$ cat src/logic/pdg_pkg.sv
// Package of constants and types for the PWM period and duty generator
package pdg_pkg;
  localparam int DATA_W = 16;
  localparam int DIV_W = 3;
  // Prescale counter, wide enough for the slowest ratio of divide-by-128
  localparam int DIV_CNT_W = 7;
  // Control bit positions in the control words
  localparam int MODULE_ENABLE_BIT = 15;
  localparam int IMMEDIATE_PERIOD_UPDATE_BIT = 10;
  localparam int INDEPENDENT_TIMEBASE_SEL_BIT = 9;
  localparam int SHARED_DUTY_SELECT_BIT = 8;
  localparam int IMMEDIATE_DUTY_UPDATE_BIT = 0;
  // Duty clamp limits, in counts
  localparam logic [15:0] DUTY_MIN = 16'h0008;
  localparam logic [15:0] DUTY_MARGIN = 16'h0008;
  // Reset values
  localparam logic [15:0] PERIOD_RST = 16'hffff;
  localparam logic [15:0] COUNT_RST = 16'h0000;
  localparam logic [6:0] DIV_RST = 7'h00;
  // Time per count at the fastest prescale, in picoseconds
  localparam int COUNT_TIME_PS = 1040;

  // Per-generator configuration carried as one group
  typedef struct packed {
    logic independentTimebaseSel;
    logic sharedDutySelect;
    logic immediateDutyUpdate;
    logic trueIndependent;
    logic useSecondaryMaster;
  } pdg_gen_cfg_t;

  // Duty values from software for one generator
  typedef struct packed {
    logic [15:0] primaryDuty;
    logic [15:0] secondaryDuty;
  } pdg_duty_pair_t;
endpackage : pdg_pkg

$ cat src/logic/pdg_pwm_period_duty_generator.sv
// One PWM generator with its master time bases, prescalers, shadows and duty clamps
// Behaviour
// - Period from master or local values
// - Select 0 keeps local counters on master
// - Select 1 lets local counters run free
// - Primary period both outputs unless true independent
// - Master period registers are 16-bit counts
// - Local period registers are 16-bit counts
// - Period writes accepted any time, running
// - One count per prescaled clock tick
// - Three-bit divider select, value 1 divides two
// - Enable bit 15 starts; clear stops, zeros
// - Bit 10 loads master period immediately
// - All duty registers are 16-bit compares
// - Bit 0 immediate duty, else next cycle
// - Bit 8 picks shared or own duty
// - Shared duty read by all at once; with bit 0 clear each output loads it at its own wrap
// - Independent, own duty: primary drives high
// - Independent, own duty: secondary drives low
// - Duty below 8 gives no pulse unless an upper clamp applies
// - Duty above period minus 8 stays on
// - Duty at or above period full on
// - Output on while count at or below duty
// - Counter wraps to zero at period
`timescale 1ns/100ps
`default_nettype none
module pdg_pwm_period_duty_generator #(
  parameter int DW = pdg_pkg::DATA_W
) (
  input wire logic clk,
  input wire logic nrst,
  input wire logic [15:0] primaryMasterControl,
  input wire logic [15:0] secondaryMasterControl,
  input wire logic [2:0] primaryClockDividerSel,
  input wire logic [2:0] secondaryClockDividerSel,
  input wire logic [DW-1:0] primaryMasterPeriod,
  input wire logic [DW-1:0] secondaryMasterPeriod,
  input wire logic [DW-1:0] localPrimaryPeriod,
  input wire logic [DW-1:0] localSecondaryPeriod,
  input wire logic [15:0] generatorControl,
  input wire logic trueIndependent,
  input wire logic useSecondaryMaster,
  input wire logic [DW-1:0] masterDuty,
  input wire pdg_pkg::pdg_duty_pair_t dutyIn,
  output logic highOutput,
  output logic lowOutput,
  output logic [DW-1:0] primaryMasterTimer,
  output logic [DW-1:0] secondaryMasterTimer
);
  // Period in picoseconds of one count at full rate, kept for reference and not used by any check
  localparam int COUNT_PS = pdg_pkg::COUNT_TIME_PS;

  pdg_pkg::pdg_gen_cfg_t cfg;
  logic enable;
  logic [pdg_pkg::DIV_CNT_W-1:0] pDivCnt_reg, sDivCnt_reg;
  logic pTick, sTick;
  logic [DW-1:0] pShadow_reg, sShadow_reg;
  logic [DW-1:0] pTmr_reg, sTmr_reg;
  logic pWrap, sWrap;
  logic [DW-1:0] selTmr, selPer;
  logic selTick, selWrap;
  logic [DW-1:0] locPTmr_reg, locSTmr_reg;
  logic [DW-1:0] locPPer, locSPer;
  logic [DW-1:0] hiTmr, loTmr, hiPer, loPer;
  logic hiTick, loTick, hiWrap, loWrap;
  logic [DW-1:0] hiDutyAct_reg, loDutyAct_reg;
  logic [DW-1:0] hiDutyReq, loDutyReq;

  assign enable = primaryMasterControl[pdg_pkg::MODULE_ENABLE_BIT];
  assign cfg.independentTimebaseSel = generatorControl[pdg_pkg::INDEPENDENT_TIMEBASE_SEL_BIT];
  assign cfg.sharedDutySelect = generatorControl[pdg_pkg::SHARED_DUTY_SELECT_BIT];
  assign cfg.immediateDutyUpdate = generatorControl[pdg_pkg::IMMEDIATE_DUTY_UPDATE_BIT];
  assign cfg.trueIndependent = trueIndependent;
  assign cfg.useSecondaryMaster = useSecondaryMaster;

  // Tick when the divider count reaches 2^sel - 1; select 0 ticks every clock.
  // A count left above a newly lowered limit ticks at once instead of wrapping round.
  function automatic logic divTick(input logic [pdg_pkg::DIV_CNT_W-1:0] cnt,
                                   input logic [2:0] sel);
    logic [7:0] lim;
    lim = (8'h01 << sel) - 8'h01;
    divTick = ({1'b0, cnt} >= lim);
  endfunction : divTick

  // Edge-aligned compare with the documented clamps at both ends
  function automatic logic dutyOut(input logic [DW-1:0] tmr, input logic [DW-1:0] duty,
                                   input logic [DW-1:0] per);
    if (duty >= per) begin
      dutyOut = 1'b1;
    end else if (per >= pdg_pkg::DUTY_MARGIN && duty > per - pdg_pkg::DUTY_MARGIN) begin
      dutyOut = 1'b1;
    end else if (duty < pdg_pkg::DUTY_MIN) begin
      dutyOut = 1'b0;
    end else begin
      dutyOut = (tmr <= duty);
    end
  endfunction : dutyOut

  // Prescalers; a count cleared at each tick so a ratio of 2^sel is kept (1 gives divide-by-2)
  always_ff @(posedge clk) begin
    if (!nrst || !enable) begin
      pDivCnt_reg <= pdg_pkg::DIV_RST;
      sDivCnt_reg <= pdg_pkg::DIV_RST;
    end else begin
      pDivCnt_reg <= pTick ? pdg_pkg::DIV_RST : pDivCnt_reg + 7'h01;
      sDivCnt_reg <= sTick ? pdg_pkg::DIV_RST : sDivCnt_reg + 7'h01;
    end
  end
  assign pTick = enable && divTick(pDivCnt_reg, primaryClockDividerSel);
  assign sTick = enable && divTick(sDivCnt_reg, secondaryClockDividerSel);

  // Master period shadows; immediate mode tracks writes, else load at wrap
  always_ff @(posedge clk) begin
    if (!nrst) begin
      pShadow_reg <= pdg_pkg::PERIOD_RST;
      sShadow_reg <= pdg_pkg::PERIOD_RST;
    end else begin
      if (primaryMasterControl[pdg_pkg::IMMEDIATE_PERIOD_UPDATE_BIT] || pWrap || !enable) begin
        pShadow_reg <= primaryMasterPeriod;
      end
      if (secondaryMasterControl[pdg_pkg::IMMEDIATE_PERIOD_UPDATE_BIT] || sWrap || !enable) begin
        sShadow_reg <= secondaryMasterPeriod;
      end
    end
  end

  assign pWrap = pTick && (pTmr_reg >= pShadow_reg);
  assign sWrap = sTick && (sTmr_reg >= sShadow_reg);

  // Master timers; cleared whenever the module is disabled
  always_ff @(posedge clk) begin
    if (!nrst || !enable) begin
      pTmr_reg <= pdg_pkg::COUNT_RST;
      sTmr_reg <= pdg_pkg::COUNT_RST;
    end else begin
      if (pTick) begin
        pTmr_reg <= pWrap ? pdg_pkg::COUNT_RST : pTmr_reg + 16'h0001;
      end
      if (sTick) begin
        sTmr_reg <= sWrap ? pdg_pkg::COUNT_RST : sTmr_reg + 16'h0001;
      end
    end
  end
  assign primaryMasterTimer = pTmr_reg;
  assign secondaryMasterTimer = sTmr_reg;

  assign selTmr = cfg.useSecondaryMaster ? sTmr_reg : pTmr_reg;
  assign selPer = cfg.useSecondaryMaster ? sShadow_reg : pShadow_reg;
  assign selTick = cfg.useSecondaryMaster ? sTick : pTick;
  assign selWrap = cfg.useSecondaryMaster ? sWrap : pWrap;

  // Local periods: primary covers both outputs unless true independent
  assign locPPer = localPrimaryPeriod;
  assign locSPer = cfg.trueIndependent ? localSecondaryPeriod : localPrimaryPeriod;

  // Local timers count on the selected master tick; written periods used live
  always_ff @(posedge clk) begin
    if (!nrst) begin
      locPTmr_reg <= pdg_pkg::COUNT_RST;
      locSTmr_reg <= pdg_pkg::COUNT_RST;
    end else if (!cfg.independentTimebaseSel) begin
      locPTmr_reg <= selTmr;
      locSTmr_reg <= selTmr;
    end else if (selTick) begin
      locPTmr_reg <= (locPTmr_reg >= locPPer) ? pdg_pkg::COUNT_RST
                                              : locPTmr_reg + 16'h0001;
      locSTmr_reg <= (locSTmr_reg >= locSPer) ? pdg_pkg::COUNT_RST
                                              : locSTmr_reg + 16'h0001;
    end
  end

  // Period and timer routed per output; lag of one cycle on synced local copy avoided
  assign hiTmr = cfg.independentTimebaseSel ? locPTmr_reg : selTmr;
  assign loTmr = cfg.independentTimebaseSel ? locSTmr_reg : selTmr;
  assign hiPer = cfg.independentTimebaseSel ? locPPer : selPer;
  assign loPer = cfg.independentTimebaseSel ? locSPer : selPer;
  // Local timers share the selected master prescaler tick
  assign hiTick = selTick;
  assign loTick = selTick;
  assign hiWrap = cfg.independentTimebaseSel ? (hiTick && locPTmr_reg >= locPPer) : selWrap;
  assign loWrap = cfg.independentTimebaseSel ? (loTick && locSTmr_reg >= locSPer) : selWrap;

  // Duty source: shared master duty feeds every generator that selects it
  assign hiDutyReq = cfg.sharedDutySelect ? masterDuty
                                          : dutyIn.primaryDuty;
  assign loDutyReq = cfg.sharedDutySelect ? masterDuty : dutyIn.secondaryDuty;

  // Active duty: immediate, or loaded at cycle start so a cycle never splits
  always_ff @(posedge clk) begin
    if (!nrst) begin
      hiDutyAct_reg <= pdg_pkg::COUNT_RST;
      loDutyAct_reg <= pdg_pkg::COUNT_RST;
    end else begin
      if (cfg.immediateDutyUpdate || hiWrap || !enable) begin
        hiDutyAct_reg <= hiDutyReq;
      end
      if (cfg.immediateDutyUpdate || loWrap || !enable) begin
        loDutyAct_reg <= loDutyReq;
      end
    end
  end

  // Registered outputs; held low while the module is off
  always_ff @(posedge clk) begin
    if (!nrst || !enable) begin
      highOutput <= 1'b0;
      lowOutput <= 1'b0;
    end else begin
      highOutput <= dutyOut(hiTmr, hiDutyAct_reg, hiPer);
      lowOutput <= dutyOut(loTmr, loDutyAct_reg, loPer);
    end
  end

  // Helper for checks: previous enable
  logic enPrev_reg;
  always_ff @(posedge clk) begin
    enPrev_reg <= nrst ? enable : 1'b0;
  end

  property p_disable_clears;
    @(posedge clk) disable iff (!nrst) !enable |=> (pTmr_reg == 16'h0000 && sTmr_reg == 16'h0000);
  endproperty
  a_disable_clears: assert property (p_disable_clears)
    else $error("timers not cleared");

  // A fresh enable always starts the master count from zero
  property p_enable_start;
    @(posedge clk) disable iff (!nrst) (enable && !enPrev_reg) |-> pTmr_reg == 16'h0000;
  endproperty
  a_enable_start: assert property (p_enable_start)
    else $error("timer not zero at enable");

  property p_wrap_zero;
    @(posedge clk) disable iff (!nrst) (enable && pWrap) |=> pTmr_reg == 16'h0000;
  endproperty
  a_wrap_zero: assert property (p_wrap_zero)
    else $error("master timer did not wrap");

  property p_sec_wrap_zero;
    @(posedge clk) disable iff (!nrst) (enable && sWrap) |=> sTmr_reg == 16'h0000;
  endproperty
  a_sec_wrap_zero: assert property (p_sec_wrap_zero)
    else $error("secondary timer did not wrap");

  property p_count_step;
    @(posedge clk) disable iff (!nrst)
      (enable && pTick && !pWrap) |=> pTmr_reg == $past(pTmr_reg) + 16'h0001;
  endproperty
  a_count_step: assert property (p_count_step)
    else $error("master timer step wrong");

  property p_hold_no_tick;
    @(posedge clk) disable iff (!nrst) (enable && !pTick) ##1 enable |-> $stable(pTmr_reg);
  endproperty
  a_hold_no_tick: assert property (p_hold_no_tick)
    else $error("timer moved without tick");

  property p_div2;
    @(posedge clk) disable iff (!nrst)
      (enable && primaryClockDividerSel == 3'h1 && pTick)
      ##1 (enable && primaryClockDividerSel == 3'h1)
      |-> !pTick ##1 (pTick || !enable || primaryClockDividerSel != 3'h1);
  endproperty
  a_div2: assert property (p_div2)
    else $error("divide by two broken");

  property p_immediate_period;
    @(posedge clk) disable iff (!nrst)
      primaryMasterControl[pdg_pkg::IMMEDIATE_PERIOD_UPDATE_BIT]
      |=> pShadow_reg == $past(primaryMasterPeriod);
  endproperty
  a_immediate_period: assert property (p_immediate_period)
    else $error("period not immediate");

  property p_sec_immediate_period;
    @(posedge clk) disable iff (!nrst)
      secondaryMasterControl[pdg_pkg::IMMEDIATE_PERIOD_UPDATE_BIT]
      |=> sShadow_reg == $past(secondaryMasterPeriod);
  endproperty
  a_sec_immediate_period: assert property (p_sec_immediate_period)
    else $error("secondary period not immediate");

  property p_sync_local;
    @(posedge clk) disable iff (!nrst)
      !cfg.independentTimebaseSel |=> locPTmr_reg == $past(selTmr);
  endproperty
  a_sync_local: assert property (p_sync_local)
    else $error("local timer not synced");

  property p_zero_duty;
    @(posedge clk) disable iff (!nrst)
      (hiDutyAct_reg < pdg_pkg::DUTY_MIN && hiPer > 16'h0010) |=> !highOutput;
  endproperty
  a_zero_duty: assert property (p_zero_duty)
    else $error("small duty pulsed");

  property p_full_duty;
    @(posedge clk) disable iff (!nrst) (enable && hiDutyAct_reg >= hiPer) |=> highOutput;
  endproperty
  a_full_duty: assert property (p_full_duty)
    else $error("full duty not held");

  property p_dual_duty_hold;
    @(posedge clk) disable iff (!nrst)
      (!cfg.immediateDutyUpdate && !hiWrap && enable) |=> $stable(hiDutyAct_reg);
  endproperty
  a_dual_duty_hold: assert property (p_dual_duty_hold)
    else $error("duty changed mid cycle");

  c_wrap: cover property (@(posedge clk) disable iff (!nrst) enable && pWrap);
  c_pulse: cover property (@(posedge clk) disable iff (!nrst) highOutput ##1 !highOutput);
  c_indep: cover property (@(posedge clk) disable iff (!nrst) cfg.independentTimebaseSel && loWrap);
  c_shared: cover property (@(posedge clk) disable iff (!nrst) cfg.sharedDutySelect && lowOutput);
endmodule : pdg_pwm_period_duty_generator
`default_nettype wire

$ cat config.mk
export PLATFORM = sky130hd
export DESIGN_NAME = pdg_pwm_period_duty_generator
export DESIGN_NICKNAME = d
export VERILOG_FILES = /design/src/logic/pdg_pkg.sv /design/src/logic/pdg_pwm_period_duty_generator.sv
export SDC_FILE = /design/constraint.sdc
export NUM_CORES = 1
export LEC_CHECK = 0
export BUFFER_PORTS_ARGS = -buffer_cell sky130_fd_sc_hd__buf_2
export CAP_MARGIN = 20
export CORE_ASPECT_RATIO = 0.75
export CORE_MARGIN = 3
export CORE_UTILIZATION = 33
export CTS_CLUSTER_DIAMETER = 50
export DETAILED_ROUTE_END_ITERATION = 7
export PLACE_DENSITY = 0.54
export SLEW_MARGIN = 20
export SYNTH_ARGS = -nofsm -noshare
export SYNTH_HDL_FRONTEND = slang
export SYNTH_SLANG_ARGS = --single-unit
export TNS_END_PERCENT = 10
$ cat constraint.sdc
create_clock -name clk -period 4 [get_ports clk]
set_input_delay 0.6 -clock clk [delete_from_list [all_inputs] [get_ports clk]]
set_output_delay 0.6 -clock clk [all_outputs]
set_load 0.02 [all_outputs]
==> reports/metrics.yaml <==
outcome:
  outcome: "finished clean"
worst_setup_path:
  cp-endpoint: "lowOutput"
  critPathLaunchType: "primary input"
  r2r_end: "lowOutput"
  path_max_fanout: 6
  startpoint: "useSecondaryMaster"
  worstSetupPathType: "primary input to flop"
  r2r-start: "sShadow_reg[3]"
  end_kind: "flop"
  reg2reg_slack_ps: 630
  critPathRequiredTime_ps: 4350
  cp.arrival_ps: 3730
  reg2regPathDepth: 16
clock_tree:
  clockBufferDepth: 2
  insertion_delay_ps: 450
  htreeDepth: 4
  post_cts_buffers: 0
  root_buffer: "clkbuf_16"
  post_cts_resize_count: 0
  cts_hold_buf: 0
  cts_buffers: 17
  path_clk_slew_ps: 70
  cts_tree: "yes"
  cts.sinks: 144
yosys:
  synth_top_area_share_pct: 23.05
  synth_top_family_by_area: "simple AND/OR/NAND/NOR gates"
  synth_compound_area_share_pct: 20.54
  yosys.area_share.adder_pct: 17.61
  yosys.area_share.simple_pct: 21.42
  syn_area_um2: 12510
  postSynthCellCount: 1607
  ys_ff_latch: 144
  synth_seq_area_share_pct: 23.05
  synth_top_area_cell: "dfxtp_1"
  yosysWarnings: 0
  ys_types: 72
  synth_xor_area_share_pct: 3.851
  syn_nets: 1953
  ys_top_cells_by_count: "196 x nand2_1, 176 x ha_1, 144 x dfxtp_1"
  avgSynthCellArea_um2: 7.784
  yosysMostFrequentCell: "nand2_1"
  synth_area_leaders: "dfxtp_1 23%, ha_1 18%, mux2i_1 6.7%"
  async_flop_share_pct: 0
  synth-edff-count: 0
  muxShareOfSynthArea_pct: 7.262
  synth_ff_type: "dfxtp_1"
timing:
  worstMarginPinSlew_ps: 854.8
  rsz0062_at_grt: "no"
  final-hold-violation-count: 0
  period_needed_ps: 3380
  slew_headroom_pct: 41.54
  setup_viol: 0
  timing.fmax_mhz: 295.9
  hold_ws_ps: 356.9
  setup_tns_ps: 0
  report.final.slew_viol_count: 0
  fin_worst_skew_ps: 13.19
  finalCritPeriodShare_pct: 84.50
placement:
  port_buffers: 161
  dp_hpwl_um: 37230
  place.gp.congestion: 0.9635
grt:
  antenna_found_initial: 2
  grt_usage_pct: 22.36
  grt_overflow: 0
  grt_first_pass_wirelength_um: 69140
  grt_max_degree: 86
  grt_pass1_vias: 11430
route:
  drc: 0
  drt_first_pass_iters: 6
  drt-initial-drc-count: 1086
  via_per_inst: 5.476
  final_antenna_net_count: 0
  wl_per_cell_um: 20.16
  wl_um: 46200
  via_count: 12550
die:
  die_w_um: 230.8
  die_h_um: 174.6
  die_area_um2: 40300
  rows: 61
  core_area_um2: 37250
  ios: 204
  initial_utilization_pct: 33.58
power:
  ir_worst_vdd_mv: 0.3344
  power_density_nw_per_um2: 272.1
  power_w: 0.003969
  p_leak_nw: 7.347
final_layout:
  area_delta_synth_final_pct: 16.60
  nNetsFinal: 2120
  drive_gt1_share_pct: 16.41
flow_run:
  cap_violations: 0
hold_path:
  hp-class: "primary input to flop"
==> critical path: stages <==
cell,delay [ps]
buf_2,160
mux2_2,370
o21ai_0,180
buf_4,180
ha_1,190
nand2_1,110
a21oi_1,240
nand2_1,100
xnor2_1,150
ha_1,310
nand3_1,70
or2_2,280
nor3_1,220
o21ai_0,130
o211ai_1,100
nand3_1,90
a31oi_1,240
==> area by class of cell <==
type	instances	area, um^2
Fill cell	4000	22660
Multi-Input combinational cell	1270	8846
Sequential cell	144	2883
Timing Repair Buffer	212	1204
Tap cell	504	630.6
Inverter	129	484.2
Clock buffer	20	446.7
Clock inverter	11	85.08
Antenna cell	2	5.005
==> logic make-up after synthesis <==
group           Yosys count
compound gates          390
flops                   144
xor+xnor                 55
fa+ha+maj               176
buf+inv                 193
simple gates            559
mux                      90
==> how the worst min path moves through the flow <==
stage | startpoint | to | cells past startpoint
after floorplan | sDivCnt_reg[0] | sDivCnt_reg[0] | 1
after global placement | sDivCnt_reg[0] | sDivCnt_reg[0] | 1
after CTS | secondaryMasterPeriod[12] | sShadow_reg[12] | 3
after global routing | secondaryMasterPeriod[15] | sShadow_reg[15] | 3
after detailed placement | sDivCnt_reg[0] | sDivCnt_reg[0] | 1
final | secondaryMasterPeriod[9] | sShadow_reg[9] | 3
==> report_power, final <==
part / switching [W] / internal [W]
Sequential: 0.0000717 / 0.00149
Clock: 0.000704 / 0.000809
Combinational: 0.000538 / 0.000358
==> routing by layer <==
| metal | GRT usage, % | up-vias | share of wire, % |
|---|---|---|---|
| li1 | - | 6086 | - |
| met1 | 32.81 | 5983 | 49 |
| met2 | 33.37 | 445 | 42 |
| met3 | 4.873 | 37 | 7.6 |
| met4 | 5.058 | 0 | 1.4 |
| met5 | 0 | - | 0 |
==> per-stage QoR <==
stage	setup slack (ps)	cell area, um^2	utilization, %	std cells
detailed placement	249.6	14050	37.71	2259
floorplan	85.77	12510	-	1607
CTS	679.4	14580	39.14	2290
global route	410.5	14580	39.16	2292
finish	620.0	14580	39.16	2292
global placement	241.7	14050	37.71	2259
==> placed cells by master, fill, tap and decap left out, drive strengths merged, types with 9 or more instances in the layout <==
master	instances
buf	212
nand3	47
o22ai	14
and3	27
xor2	31
a31oi	12
a21oi	115
nor3b	9
xnor2	24
inv	132
nand4	37
o21ai	100
nor2	113
o211ai	34
clkbuf	20
a211oi	14
mux2i	84
nand2b	14
dfxtp	144
nor2b	20
nand2	212
ha	176
a21o	55
nor3	37
nor4	13
and2	9
Power figures use the tool's default switching activity.
